--- config.mk ---
export PLATFORM = sky130hd
export DESIGN_NAME = pdc_core
export DESIGN_NICKNAME = d
export VERILOG_FILES = /design/src/shared/pdc_pkg.sv /design/src/core/pdc_core.sv
export SDC_FILE = /design/constraint.sdc
export NUM_CORES = 1
export LEC_CHECK = 0
export BUFFER_PORTS_ARGS = -buffer_cell sky130_fd_sc_hd__buf_2
export CORE_MARGIN = 8
export CORE_UTILIZATION = 49
export DETAILED_ROUTE_END_ITERATION = 10
export PLACE_DENSITY_LB_ADDON = 0.08
export SLEW_MARGIN = 30
export SYNTH_ARGS = -nofsm -noshare
export SYNTH_HDL_FRONTEND = slang
export SYNTH_SLANG_ARGS = --single-unit
--- constraint.sdc ---
create_clock -name SYS_CLK -period 10.5 [get_ports SYS_CLK]
set_clock_uncertainty 0.05 [all_clocks]
set_input_delay 0.525 -clock SYS_CLK [delete_from_list [all_inputs] [get_ports SYS_CLK]]
set_output_delay 0.525 -clock SYS_CLK [all_outputs]
set_load 0.02 [all_outputs]
--- src/shared/pdc_pkg.sv ---
// Constants, register map and field layouts of the PWM post-processing core.
// Assumes a classic Wishbone slave with byte addresses and 32-bit data.
package pdc_pkg;

    localparam logic [7:0] DT_CFG_OFS = 8'h58;
    localparam logic [7:0] FED_OFS = 8'h5c;
    localparam logic [7:0] RED_OFS = 8'h60;
    localparam logic [7:0] CAR_OFS = 8'h64;
    localparam logic [7:0] TRIP0_OFS = 8'h68;
    localparam logic [7:0] TRIP1_OFS = 8'h6c;
    localparam logic [7:0] TRIPS_OFS = 8'h70;
    localparam logic [7:0] STC_OFS = 8'h74;
    localparam logic [7:0] STA_OFS = 8'h78;
    localparam logic [7:0] STB_OFS = 8'h7c;
    localparam logic [7:0] G1C_OFS = 8'h80;

    localparam int NSH = 5;
    localparam logic [NSH-1:0][7:0] SH_OFS = {G1C_OFS, STB_OFS, STA_OFS, RED_OFS, FED_OFS};
    localparam logic [NSH-1:0][31:0] SH_MASK = {32'h0000_03ff, 32'h0000_ffff,
        32'h0000_ffff, 32'h0000_ffff, 32'h0000_ffff};
    localparam logic [31:0] RST_WORD = 32'h0000_0000;

    localparam int UPD_TEZ = 0;
    localparam int UPD_TEP = 1;
    localparam int UPD_SYNC = 2;
    localparam int UPD_OFF = 3;
    localparam int ST_CBC_BIT = 0;
    localparam int ST_OST_BIT = 1;
    localparam logic [2:0] TSEL_SYNC = 3'h3;
    localparam logic [15:0] CNT_MAX = 16'hffff;

    typedef enum logic [1:0] {
        ACT_NONE = 2'h0,
        ACT_LOW = 2'h1,
        ACT_HIGH = 2'h2,
        ACT_TOG = 2'h3
    } pdc_act_t;

    typedef struct packed {
        logic [13:0] pad;
        logic clk_sel;
        logic b_bypass;
        logic a_bypass;
        logic fed_inv;
        logic red_inv;
        logic fed_insel;
        logic red_insel;
        logic b_swap;
        logic a_swap;
        logic dual_edge_b_path_mode;
        logic [3:0] red_up;
        logic [3:0] fed_up;
    } pdc_dt_cfg_t;

    typedef struct packed {
        logic [17:0] pad;
        logic in_inv;
        logic out_inv;
        logic [3:0] first_pulse_width;
        logic [2:0] duty;
        logic [3:0] prescale;
        logic en;
    } pdc_car_cfg_t;

    typedef struct packed {
        logic [7:0] pad;
        logic [3:0] ost_en;
        logic [3:0] cbc_en;
        pdc_act_t b_ost_u;
        pdc_act_t b_ost_d;
        pdc_act_t b_cbc_u;
        pdc_act_t b_cbc_d;
        pdc_act_t a_ost_u;
        pdc_act_t a_ost_d;
        pdc_act_t a_cbc_u;
        pdc_act_t a_cbc_d;
    } pdc_trip0_t;

    typedef struct packed {
        logic [26:0] pad;
        logic force_ost;
        logic force_cbc;
        logic [1:0] refresh_sel;
        logic clr_ost;
    } pdc_trip1_t;

    typedef struct packed {
        logic [21:0] pad;
        logic [2:0] t1_sel;
        logic [2:0] t0_sel;
        logic [3:0] cfg_up;
    } pdc_g1c_t;

endpackage

--- src/core/pdc_core.sv ---
// Dead-time, carrier and trip stage of PWM operator 0 plus generator 1 setup.
// Assumes timer count, period, direction and tick arrive synchronous to SYS_CLK.
//
// The Wishbone interface to the registers was decided locally.
module pdc_core
    import pdc_pkg::*;
(
    // Clock and reset.
    input wire logic SYS_CLK,
    input wire logic RST,
    // Wishbone slave.
    input wire logic WB_CYC_I,
    input wire logic WB_STB_I,
    input wire logic WB_WE_I,
    input wire logic [7:0] WB_ADR_I,
    input wire logic [3:0] WB_SEL_I,
    input wire logic [31:0] WB_DAT_I,
    output logic [31:0] WB_DAT_O,
    output logic WB_ACK_O,
    // Timer and generator side.
    input wire logic [15:0] TIMER_CNT,
    input wire logic [15:0] TIMER_PERIOD,
    input wire logic TIMER_DIR_DOWN,
    input wire logic TIMER_PRESCALED_CLOCK,
    input wire logic SYNC_IN,
    input wire logic PWM_A_IN,
    input wire logic PWM_B_IN,
    input wire logic [2:0] FAULT_IN,
    // Power stage and generator 1 side.
    output logic OPERATOR0_OUTPUT_A,
    output logic OPERATOR0_OUTPUT_B,
    output logic GENERATOR_TRIGGER_ZERO,
    output logic GENERATOR_TRIGGER_ONE,
    output logic [15:0] GEN1_STAMP_A,
    output logic [15:0] GEN1_STAMP_B,
    output logic [9:0] GEN1_CFG_ACTIVE,
    output logic ONESHOT_ACTIVE_FLAG,
    output logic PER_CYCLE_ACTIVE_FLAG
);

    function automatic logic [31:0] wmerge(input logic [31:0] o, input logic [31:0] d,
                                           input logic [3:0] s);
        for (int k = 0; k < 4; k++) begin
            wmerge[8*k+:8] = s[k] ? d[8*k+:8] : o[8*k+:8];
        end
    endfunction

    function automatic logic upd_now(input logic [3:0] m, input logic z, input logic p,
                                     input logic y);
        upd_now = (m == 4'h0) |
            (!m[UPD_OFF] & ((m[UPD_TEZ] & z) | (m[UPD_TEP] & p) | (m[UPD_SYNC] & y)));
    endfunction

    function automatic logic act_apply(input pdc_act_t a, input logic v);
        case (a)
            ACT_LOW: act_apply = 1'b0;
            ACT_HIGH: act_apply = 1'b1;
            ACT_TOG: act_apply = ~v;
            default: act_apply = v;
        endcase
    endfunction

    logic ack_q;
    logic [31:0] rdat_q;
    logic [31:0] dt_cfg_q;
    logic [31:0] car_q;
    logic [31:0] trip0_q;
    logic [31:0] trip1_q;
    logic [7:0] stc_up_q;
    logic [31:0] sh_q [NSH];
    logic [31:0] act_q [NSH];
    logic [NSH-1:0] pend_q;
    logic [NSH-1:0] wr_sh;
    logic [NSH-1:0] upd;
    logic [3:0] meth [NSH];
    logic zero_eq_q;
    logic per_eq_q;
    logic tez_q;
    logic tep_q;
    logic sync_q;
    logic [15:0] red_cnt_q;
    logic [15:0] fed_cnt_q;
    logic [3:0] ps_q;
    logic [2:0] phase_q;
    logic [1:0] prev_q;
    logic [3:0] os_q [2];
    logic ost_q;
    logic cbc_q;
    logic out_a_q;
    logic out_b_q;
    logic trig0_q;
    logic trig1_q;

    pdc_dt_cfg_t dt;
    pdc_car_cfg_t car;
    pdc_trip0_t tr0;
    pdc_trip1_t tr1;
    pdc_trip1_t tr1_new;
    pdc_g1c_t g1c;
    logic wb_req;
    logic wr;
    logic [31:0] wnew;
    logic [31:0] rd;

    assign dt = pdc_dt_cfg_t'(dt_cfg_q);
    assign car = pdc_car_cfg_t'(car_q);
    assign tr0 = pdc_trip0_t'(trip0_q);
    assign tr1 = pdc_trip1_t'(trip1_q);
    assign g1c = pdc_g1c_t'(sh_q[4]);

    // Bus: every access is acked one cycle after it is seen; writes commit on that edge.
    assign wb_req = WB_CYC_I & WB_STB_I;
    assign wr = wb_req & WB_WE_I & !ack_q;

    always_comb begin
        wnew = wmerge(RST_WORD, WB_DAT_I, WB_SEL_I);
        case (WB_ADR_I)
            DT_CFG_OFS: wnew = wmerge(dt_cfg_q, WB_DAT_I, WB_SEL_I);
            CAR_OFS: wnew = wmerge(car_q, WB_DAT_I, WB_SEL_I);
            TRIP0_OFS: wnew = wmerge(trip0_q, WB_DAT_I, WB_SEL_I);
            TRIP1_OFS: wnew = wmerge(trip1_q, WB_DAT_I, WB_SEL_I);
            STC_OFS: wnew = wmerge({24'h0, stc_up_q}, WB_DAT_I, WB_SEL_I);
            default: wnew = wmerge(RST_WORD, WB_DAT_I, WB_SEL_I);
        endcase
    end
    assign tr1_new = pdc_trip1_t'(wnew);

    always_comb begin
        case (WB_ADR_I)
            DT_CFG_OFS: rd = dt_cfg_q;
            FED_OFS: rd = sh_q[0];
            RED_OFS: rd = sh_q[1];
            CAR_OFS: rd = car_q;
            TRIP0_OFS: rd = trip0_q;
            TRIP1_OFS: rd = trip1_q;
            TRIPS_OFS: rd = {30'h0, ost_q, cbc_q};
            STC_OFS: rd = {22'h0, pend_q[3], pend_q[2], stc_up_q};
            STA_OFS: rd = sh_q[2];
            STB_OFS: rd = sh_q[3];
            G1C_OFS: rd = sh_q[4];
            default: rd = RST_WORD;
        endcase
    end

    always_ff @(posedge SYS_CLK or posedge RST) begin
        if (RST) begin
            ack_q <= 1'b0;
            rdat_q <= RST_WORD;
        end else begin
            ack_q <= wb_req & !ack_q;
            if (wb_req & !ack_q) begin
                rdat_q <= rd;
            end
        end
    end
    assign WB_ACK_O = ack_q;
    assign WB_DAT_O = rdat_q;

    // Plain configuration registers.
    always_ff @(posedge SYS_CLK or posedge RST) begin
        if (RST) begin
            dt_cfg_q <= RST_WORD;
            car_q <= RST_WORD;
            trip0_q <= RST_WORD;
            trip1_q <= RST_WORD;
            stc_up_q <= 8'h00;
        end else if (wr) begin
            if (WB_ADR_I == DT_CFG_OFS) dt_cfg_q <= {14'h0, wnew[17:0]};
            if (WB_ADR_I == CAR_OFS) car_q <= {18'h0, wnew[13:0]};
            if (WB_ADR_I == TRIP0_OFS) trip0_q <= {8'h0, wnew[23:0]};
            if (WB_ADR_I == TRIP1_OFS) trip1_q <= {27'h0, wnew[4:0]};
            if (WB_ADR_I == STC_OFS) stc_up_q <= wnew[7:0];
        end
    end

    // Timer events pulse for one cycle, one clock after the first cycle of each match; sync is only registered, not edge-detected.
    always_ff @(posedge SYS_CLK or posedge RST) begin
        if (RST) begin
            zero_eq_q <= 1'b0;
            per_eq_q <= 1'b0;
            tez_q <= 1'b0;
            tep_q <= 1'b0;
            sync_q <= 1'b0;
        end else begin
            zero_eq_q <= TIMER_CNT == 16'h0000;
            per_eq_q <= TIMER_CNT == TIMER_PERIOD;
            tez_q <= (TIMER_CNT == 16'h0000) & !zero_eq_q;
            tep_q <= (TIMER_CNT == TIMER_PERIOD) & !per_eq_q;
            sync_q <= SYNC_IN;
        end
    end

    // Shadowed values: delays, stamps and generator 1 configuration.
    always_comb begin
        meth[0] = dt.fed_up;
        meth[1] = dt.red_up;
        meth[2] = stc_up_q[3:0];
        meth[3] = stc_up_q[7:4];
        meth[4] = g1c.cfg_up;
    end

    for (genvar i = 0; i < NSH; i++) begin : g_sh
        assign wr_sh[i] = wr & (WB_ADR_I == SH_OFS[i]);
        assign upd[i] = upd_now(meth[i], tez_q, tep_q, sync_q);
        always_ff @(posedge SYS_CLK or posedge RST) begin
            if (RST) begin
                sh_q[i] <= RST_WORD;
                act_q[i] <= RST_WORD;
                pend_q[i] <= 1'b0;
            end else begin
                if (wr_sh[i]) begin
                    sh_q[i] <= wmerge(sh_q[i], WB_DAT_I, WB_SEL_I) & SH_MASK[i];
                end
                if (upd[i]) begin
                    act_q[i] <= sh_q[i];
                end
                pend_q[i] <= wr_sh[i] | (pend_q[i] & !upd[i]);
            end
        end
    end

    // Dead time: rising delay holds off each rise, falling delay stretches each fall.
    logic dt_tick;
    logic red_src;
    logic fed_src;
    logic red_x;
    logic fed_x;
    logic a_pre;
    logic b_pre;
    logic [1:0] dt_o;

    assign dt_tick = dt.clk_sel ? TIMER_PRESCALED_CLOCK : 1'b1;
    assign red_src = dt.red_insel ? PWM_B_IN : PWM_A_IN;
    assign red_x = (red_src & (red_cnt_q >= act_q[1][15:0])) ^ dt.red_inv;
    assign fed_src = dt.dual_edge_b_path_mode ? red_x : (dt.fed_insel ? PWM_B_IN : PWM_A_IN);
    assign fed_x = (fed_src | (fed_cnt_q < act_q[0][15:0])) ^ dt.fed_inv;
    assign a_pre = (dt.a_bypass | dt.dual_edge_b_path_mode) ? PWM_A_IN : red_x;
    assign b_pre = dt.b_bypass ? PWM_B_IN : fed_x;
    assign dt_o[0] = dt.a_swap ? b_pre : a_pre;
    assign dt_o[1] = dt.b_swap ? a_pre : b_pre;

    always_ff @(posedge SYS_CLK or posedge RST) begin
        if (RST) begin
            red_cnt_q <= 16'h0000;
            fed_cnt_q <= 16'h0000;
        end else begin
            if (!red_src) begin
                red_cnt_q <= 16'h0000;
            end else if (dt_tick && red_cnt_q != CNT_MAX) begin
                red_cnt_q <= red_cnt_q + 16'h0001;
            end
            if (fed_src) begin
                fed_cnt_q <= 16'h0000;
            end else if (dt_tick && fed_cnt_q != CNT_MAX) begin
                fed_cnt_q <= fed_cnt_q + 16'h0001;
            end
        end
    end

    // Carrier: eight phases per carrier period, each phase prescale+1 clocks long.
    logic ctick;
    logic cend;
    logic carrier;
    logic [1:0] cin;
    logic [1:0] car_o;

    assign ctick = ps_q == car.prescale;
    assign cend = ctick & (phase_q == 3'h7);
    assign carrier = phase_q < car.duty;

    always_ff @(posedge SYS_CLK or posedge RST) begin
        if (RST) begin
            ps_q <= 4'h0;
            phase_q <= 3'h0;
        end else begin
            ps_q <= ctick ? 4'h0 : ps_q + 4'h1;
            if (ctick) begin
                phase_q <= phase_q + 3'h1;
            end
        end
    end

    for (genvar c = 0; c < 2; c++) begin : g_car
        logic rise;
        logic first;
        assign cin[c] = dt_o[c] ^ car.in_inv;
        assign rise = cin[c] & !prev_q[c];
        assign first = (os_q[c] != 4'h0) | (rise & (car.first_pulse_width != 4'h0));
        assign car_o[c] = (car.en ? (cin[c] & (first | carrier)) : cin[c])
            ^ car.out_inv;
        always_ff @(posedge SYS_CLK or posedge RST) begin
            if (RST) begin
                prev_q[c] <= 1'b0;
                os_q[c] <= 4'h0;
            end else begin
                prev_q[c] <= cin[c];
                if (rise) begin
                    os_q[c] <= car.first_pulse_width;
                end else if (!cin[c]) begin
                    os_q[c] <= 4'h0;
                end else if (cend && os_q[c] != 4'h0) begin
                    os_q[c] <= os_q[c] - 4'h1;
                end
            end
        end
    end

    // Trip handling.
    logic wr_tr1;
    logic sw_ost_evt;
    logic sw_cbc_evt;
    logic clr_evt;
    logic ost_trig;
    logic cbc_trig;
    logic refresh;
    pdc_act_t act_a;
    pdc_act_t act_b;

    assign wr_tr1 = wr & (WB_ADR_I == TRIP1_OFS);
    assign sw_ost_evt = wr_tr1 & (tr1_new.force_ost != tr1.force_ost) & tr0.ost_en[3];
    assign sw_cbc_evt = wr_tr1 & (tr1_new.force_cbc != tr1.force_cbc) & tr0.cbc_en[3];
    assign clr_evt = wr_tr1 & (tr1_new.clr_ost != tr1.clr_ost);
    assign ost_trig = (|(FAULT_IN & tr0.ost_en[2:0])) | sw_ost_evt;
    assign cbc_trig = (|(FAULT_IN & tr0.cbc_en[2:0])) | sw_cbc_evt;
    assign refresh = (tez_q & tr1.refresh_sel[0]) | (tep_q & tr1.refresh_sel[1]);

    always_comb begin
        act_a = ACT_NONE;
        act_b = ACT_NONE;
        if (ost_q) begin
            act_a = TIMER_DIR_DOWN ? tr0.a_ost_d : tr0.a_ost_u;
            act_b = TIMER_DIR_DOWN ? tr0.b_ost_d : tr0.b_ost_u;
        end else if (cbc_q) begin
            act_a = TIMER_DIR_DOWN ? tr0.a_cbc_d : tr0.a_cbc_u;
            act_b = TIMER_DIR_DOWN ? tr0.b_cbc_d : tr0.b_cbc_u;
        end
    end

    always_ff @(posedge SYS_CLK or posedge RST) begin
        if (RST) begin
            ost_q <= 1'b0;
            cbc_q <= 1'b0;
        end else begin
            ost_q <= ost_trig | (ost_q & !clr_evt);
            cbc_q <= cbc_trig | (cbc_q & !refresh);
        end
    end

    always_ff @(posedge SYS_CLK or posedge RST) begin
        if (RST) begin
            out_a_q <= 1'b0;
            out_b_q <= 1'b0;
        end else begin
            out_a_q <= act_apply(act_a, car_o[0]);
            out_b_q <= act_apply(act_b, car_o[1]);
        end
    end

    // Generator 1 triggers follow the shadow select at once.
    function automatic logic tsrc(input logic [2:0] s, input logic [2:0] f, input logic y);
        case (s)
            3'h0, 3'h1, 3'h2: tsrc = f[s[1:0]];
            TSEL_SYNC: tsrc = y;
            default: tsrc = 1'b0;
        endcase
    endfunction

    always_ff @(posedge SYS_CLK or posedge RST) begin
        if (RST) begin
            trig0_q <= 1'b0;
            trig1_q <= 1'b0;
        end else begin
            trig0_q <= tsrc(g1c.t0_sel, FAULT_IN, sync_q);
            trig1_q <= tsrc(g1c.t1_sel, FAULT_IN, sync_q);
        end
    end

    assign OPERATOR0_OUTPUT_A = out_a_q;
    assign OPERATOR0_OUTPUT_B = out_b_q;
    assign GENERATOR_TRIGGER_ZERO = trig0_q;
    assign GENERATOR_TRIGGER_ONE = trig1_q;
    assign GEN1_STAMP_A = act_q[2][15:0];
    assign GEN1_STAMP_B = act_q[3][15:0];
    assign GEN1_CFG_ACTIVE = act_q[4][9:0];
    assign ONESHOT_ACTIVE_FLAG = ost_q;
    assign PER_CYCLE_ACTIVE_FLAG = cbc_q;
endmodule

==> Word-level counts from Yosys, hierarchy flattened <==
Index checks and enable logic that the tools add are counted.
{ "word_totals": {"out_inout_bits": 81, "wordCells": 281, "in_bits": 89, "regBits": 312} }
{ "classes": {"n_eq_ne": 35, "add_sub_neg": 6, "n_reduce_logical": 50, "mux": 52, "bitwise": 89, "n_lt_le_gt_ge": 5} }
{ "ops": {"columns": ["operator", "count"], "rows": [
  ["24-bit case mux with 11 select lines", 1],
  ["24-bit case mux with 5 select lines", 1],
  ["8-bit 2-to-1 mux", 13],
  ["8-bit by 7-bit equality test with 1-bit output (second input constant)", 10],
  ["16-bit 2-to-1 mux", 4],
  ["1-bit AND", 51],
  ["16-bit by 1-bit adder with 16-bit output (second input constant)", 2],
  ["16-bit != test (second input constant)", 2],
  ["2-bit AND reduction", 15],
  ["4-bit 2-to-1 mux", 7],
  ["1-bit OR", 28],
  ["4-bit logical NOT", 5],
  ["16-bit equality test", 1],
  ["16-bit greater-or-equal comparator", 1],
  ["16-bit logical NOT", 1],
  ["16-bit < comparator", 1],
  ["2-bit 2-to-1 mux", 8],
  ["1-bit logical NOT", 14],
  ["3-bit by 2-bit equality test with 1-bit output (second input constant)", 4],
  ["1-bit 2-to-1 mux", 12],
  ["4-bit nonzero test", 3],
  ["3-bit OR reduction", 4],
  ["2-bit equality test (second input constant)", 4],
  ["8-bit equality test (second input constant)", 1],
  ["other kinds (23)", 44]
]} }

==> Logic depth before layout (Yosys ltp) <==
{ "logic_depth": {"ltp_word": 18, "ltp_mapped": 12} }

==> Least setup slack after synthesis <==
No wires, ideal clock.
{ "synth_path": {"path_kind": "reg-to-reg", "start": "register fed_cnt_q[4]", "end": "register out_b_q, in the netlist OPERATOR0_OUTPUT_B", "arrival_ns": 2.583, "period_less_slack_ns": 2.712, "t_required_ns": 10.371, "path_stages_with_launch": 12, "slack_ns": 7.788, "cell_sequence": "dfrtp_1 > ha_1 > a21o_1 > a221oi_2 > o21ai_1 > a2111o_1 > mux2i_1 > o21ai_2 > and4b_1 > nor3_2 > xnor2_1 > mux2i_1"} }
{ "synth_via": {"elab_chain_len": 15} }
{ "synth_rtl": {"columns": ["element", "line_no", "text"], "rows": [
  ["start, declared", "pdc_core.sv:82", "logic [15:0] fed_cnt_q;"],
  ["start signal, assigned", "pdc_core.sv:255", "fed_cnt_q <= fed_cnt_q + 16'h0001;"],
  ["16-bit < comparator (*)", "pdc_core.sv:236", "assign fed_x = (fed_src | (fed_cnt_q < act_q[0][15:0])) ^ dt.fed_inv;"],
  ["1-bit OR (*)", "pdc_core.sv:236", null],
  ["1-bit bitwise XOR (*)", "pdc_core.sv:236", null],
  ["1-bit 2-to-1 mux (*)", "pdc_core.sv:238", "assign b_pre = dt.b_bypass ? PWM_B_IN : fed_x;"],
  ["1-bit 2-to-1 mux (*)", "pdc_core.sv:240", "assign dt_o[1] = dt.b_swap ? a_pre : b_pre;"],
  ["1-bit bitwise XOR (*)", "pdc_core.sv:286", "assign cin[c] = dt_o[c] ^ car.in_inv;"],
  ["1-bit AND", "pdc_core.sv:287", "assign rise = cin[c] & !prev_q[c];"],
  ["1-bit AND", "pdc_core.sv:288", "assign first = (os_q[c] != 4'h0) | (rise & (car.first_pulse_width != 4'h0));"],
  ["1-bit OR", "pdc_core.sv:288", null],
  ["1-bit OR", "pdc_core.sv:289", "assign car_o[c] = (car.en ? (cin[c] & (first | carrier)) : cin[c])"],
  ["1-bit AND", "pdc_core.sv:289", null],
  ["1-bit 2-to-1 mux (*)", "pdc_core.sv:289", null],
  ["1-bit bitwise XOR (*)", "pdc_core.sv:290", "^ car.out_inv;"],
  ["1-bit inverter", "pdc_core.sv:58", "ACT_TOG: act_apply = ~v;"],
  ["1-bit case mux with 3 select lines (*)", "pdc_core.sv:55", "case (a)"],
  ["end signal, assigned", "pdc_core.sv:355", "out_b_q <= act_apply(act_b, car_o[1]);"],
  ["end, declared", "pdc_core.sv:90", "logic out_b_q;"]
]} }
Mark *: on every way between the ends. The rest lies on a longest branch, timed or not.
A chain may end at the register's enable or synchronous reset.

==> Worst setup path in the final report <==
{ "layout_path": {"start": "register red_cnt_q[5]", "end": "register out_a_q, in the netlist OPERATOR0_OUTPUT_A"} }
{ "layout_via": {"elab_chain_len": 18, "elab_cells_between_ends": 19} }
{ "layout_rtl": {"columns": ["element", "line_no", "text"], "rows": [
  ["start, declared", "pdc_core.sv:81", "logic [15:0] red_cnt_q;"],
  ["start signal, assigned", "pdc_core.sv:250", "red_cnt_q <= red_cnt_q + 16'h0001;"],
  ["16-bit greater-or-equal comparator (*)", "pdc_core.sv:234", "assign red_x = (red_src & (red_cnt_q >= act_q[1][15:0])) ^ dt.red_inv;"],
  ["1-bit AND (*)", "pdc_core.sv:234", null],
  ["1-bit bitwise XOR (*)", "pdc_core.sv:234", null],
  ["1-bit 2-to-1 mux", "pdc_core.sv:235", "assign fed_src = dt.dual_edge_b_path_mode ? red_x : (dt.fed_insel ? PWM_B_IN : PWM_A_IN);"],
  ["1-bit OR", "pdc_core.sv:236", null],
  ["1-bit bitwise XOR", "pdc_core.sv:236", null],
  ["1-bit 2-to-1 mux", "pdc_core.sv:238", null],
  ["1-bit 2-to-1 mux (*)", "pdc_core.sv:239", "assign dt_o[0] = dt.a_swap ? b_pre : a_pre;"],
  ["[... 2 more ...]", null, null],
  ["1-bit AND", "pdc_core.sv:288", null],
  ["1-bit OR", "pdc_core.sv:288", null],
  ["1-bit OR", "pdc_core.sv:289", null],
  ["1-bit AND", "pdc_core.sv:289", null],
  ["1-bit 2-to-1 mux (*)", "pdc_core.sv:289", null],
  ["1-bit bitwise XOR (*)", "pdc_core.sv:290", null],
  ["1-bit inverter", "pdc_core.sv:58", null],
  ["1-bit case mux with 3 select lines (*)", "pdc_core.sv:55", null],
  ["end signal, assigned", "pdc_core.sv:354", "out_a_q <= act_apply(act_a, car_o[0]);"],
  ["end, declared", "pdc_core.sv:89", "logic out_a_q;"]
]} }
Marks and branches as above.

==> results.ini <==
[power_and_ir_drop]
p_switching_mw=0.628
netSwitchingFraction_pct=24.1
pwr-share-seq_pct=47.1
leakage_nw=8.22
intPower_mw=1.98
ir_drop_uv=109
p_comb_share_pct=8.3
clkPwrFrac_pct=44.6
power_density_nw_per_um2=154
power.total_mw=2.60

[placement]
place_ws_ps=6890
gp_congestion=0.887
portBuffers=152
dp.cells=1853
place_area_um2=15800
place_hpwl_um=28900

[critical_path]
cp-end-kind=register
worstSetupStartpointType=register
crit_buf_inv=0
crit_required_ps=10850
arrival_ps=3640
critPathMostFrequentCell=mux2i_1
path_max_fanout=5
critPathMaxStageDelay_ps=440
slowest_stage=dfrtp_1
cpLargestDelayFamily=compound AO/OA/AOI/OAI gates
critPathKind=reg -> reg
crit_chain=ha_1 -> and4_1 -> o21ai_0 -> o221ai_1 -> a22o_1 -> mux2i_1 -> nor2_1 -> nor3b_1 -> nor3_2 -> xnor2_1 -> mux2i_1

[yosys]
ys.warnings.count=0
synth_cells=1386
synth_ff_type=dfrtp_1
synth_area_per_cell_um2=10.7
syn_area_um2=14900
ys_ff_latch=304
synth_edf_count=0
yosysUniqueCellTypes=68
synthArstFlopShare_pct=100
ys_seq_area_share_pct=51.1

[sta]
drv_slew=0
holdWs_ps=19.4
fin_crit_ps=3290
fin_ws_ps=7210
tightest_slew_ps=835
final.setup.tns_ps=0
slew_headroom_pct=44.2
maxClockFrequency_mhz=304
hold_viol=0
setup_violations=0
rsz0062_at_grt=no
post-route-period-util_pct=31.3

[clock_network]
tritoncts=built
cts_sinks=304
clk_pin_slew_worst_paths_ps=60
htree_levels=2
ctsHoldBuffers=0
cts_resized=0
post_cts_buffers=0
insertion_delay_ps=510
cts-root-buf=clkbuf_16
cts_made_buffers=34
clock_path_buffers=3

[global_route]
grt.busiest_layer=met2
grt_pass1_wl_um=63100
use_met2_pct=34.9
grt_start_max_net_pins=81
grt_pass1_vias=11100
grt_usage_pct=22.1
antenna_found_initial=0
overflow=0
use_met3_pct=4.85
met1_usage_pct=29.7

[route]
first_pass_iters=6
drtAntennaViolNets=0
drt_iter0_markers=783
wl_per_cell_um=20.9
wl_um=39900
viasPerCell=5.67
drc=0
num_vias=10800

[cells_and_area]
seq_area_um2=7610
drive_gt1_share_pct=26.0
diodes=0
nets=1623
layout.cells.non_filler=1910
multi_input_area_um2=6560
fin_util_pct=55.7
fin_area_um2=16900
nFillCells=2711
syn2layout_area_growth_pct=13.1

[floorplanning]
die_height_um=190
num_rows=64
initial_utilization_pct=49.2
die_w_um=190
core_area_um2=30300
ios=170
dieArea_um2=36200

[job]
maxCapViolations=0

[status]
status=complete, no violations

[hold_path]
hold_class=in -> async

worst paths after layout:
check	endpoint	startpoint	slack, ps	cells past startpoint
setup reg to reg	OPERATOR0_OUTPUT_A	red_cnt_q[5]	7210	11
min in group SYS_CLK	sync_q	SYNC_IN	70	1
hold / removal	os_q[0]	RST	20	2
hold reg to reg	tez_q	zero_eq_q	340	1
setup / recovery	OPERATOR0_OUTPUT_A	red_cnt_q[5]	7210	11
max in group asynchronous	GEN1_STAMP_B[8]	RST	9220	3
sequential cells by signal, summed over array words and instances (netlist names), 2 cells and up:
| name | flops |
|---|---|
| GEN1_CFG_ACTIVE | 10 |
| GEN1_STAMP_A | 16 |
| GEN1_STAMP_B | 16 |
| WB_DAT_O | 24 |
| act_q | 32 |
| car | 14 |
| dt | 18 |
| fed_cnt_q | 16 |
| g1c | 10 |
| os_q | 8 |
| pend_q | 2 |
| phase_q | 3 |
| prev_q | 2 |
| ps_q | 4 |
| red_cnt_q | 16 |
| sh_q | 64 |
| stc_up_q | 8 |
| tr0 | 24 |
| tr1 | 5 |
routing by layer:
| metal | routed length (um) | share of wire, % |
|---|---|---|
| met1 | 17800 | 45 |
| met2 | 18400 | 46 |
| met3 | 2450 | 6.1 |
| met4 | 1260 | 3.1 |
| met5 | 0 | 0 |
Yosys cell counts, types with 24 or more instances:
cell type    n  area, um^2
clkbuf_1    40         150
a22oi_1     28         210
nand3_1     37         185
xnor2_1     36         315
nand2_1    179         672
o21ai_0    124         621
inv_1       56         210
dfrtp_1    304        7610
nor2_1      72         270
mux2i_1     24         240
mux2_2     142        1600
a21oi_1     27         135
ha_1        41         513
buf_4       51         383
cell type report:
class / count / share of cell area, %
multi-input cells: 928 / 38.9
repair buffers: 169 / 5.34
well taps: 396 / 2.94
clock buffers: 49 / 5.98
clock inverters: 8 / 0.423
flip-flops and latches: 304 / 45.1
inverters: 56 / 1.29
worst register-to-register path, delay by kind of cell, from the launching register on:
kind,cells,cell delay (ps)
adder cells (fa/ha/maj),1,320
multiplexers,2,630
XOR/XNOR,1,210
flip-flops,1,440
AO/OA/AOI/OAI,3,770
AND/OR/NAND/NOR,4,730
power groups by stage:
stage,clock (mW),combinational (mW),sequential (mW)
3_3_place_gp,0,0.215,1.25
5_1_grt,1.23,0.244,1.23
3_5_place_dp,0,0.220,1.25
6_report,1.16,0.217,1.23
4_1_cts,1.19,0.222,1.23
2_1_floorplan,0,0.155,1.24
cells in the final DEF, fill, tap and decap left out, drive strengths merged, types with 3 or more instances in the layout:
| cell | instances |
|---|---|
| a211oi | 8 |
| a21o | 9 |
| a21oi | 27 |
| a221o | 6 |
| a221oi | 9 |
| a222oi | 16 |
| a22o | 11 |
| a22oi | 28 |
| a31oi | 3 |
| and3 | 9 |
| and4 | 6 |
| buf | 169 |
| clkbuf | 49 |
| clkinv | 5 |
| conb | 8 |
| dfrtp | 304 |
| ha | 41 |
| inv | 57 |
| mux2 | 142 |
| mux2i | 25 |
| nand2 | 179 |
| nand2b | 5 |
| nand3 | 37 |
| nand3b | 4 |
| nand4 | 17 |
| nor2 | 72 |
| nor2b | 11 |
| nor3 | 9 |
| nor4 | 12 |
| o211ai | 5 |
| o21ai | 126 |
| or2 | 5 |
| or3 | 14 |
| xnor2 | 36 |
| xor2 | 23 |
cell families (layout without fill, tap and decap cells):
group | Yosys count | after routing | share of synthesized area [%]
compound gates | 262 | 262 | 11.3
xor+xnor | 59 | 59 | 3.47
fa+ha+maj | 41 | 41 | 3.44
buf+inv | 161 | 282 | 5.59
flops | 304 | 304 | 51.1
mux | 169 | 169 | 12.7
other cells | 1 | 8 | 0.0252
simple gates | 389 | 389 | 12.3
Power figures use the tool's default switching activity.
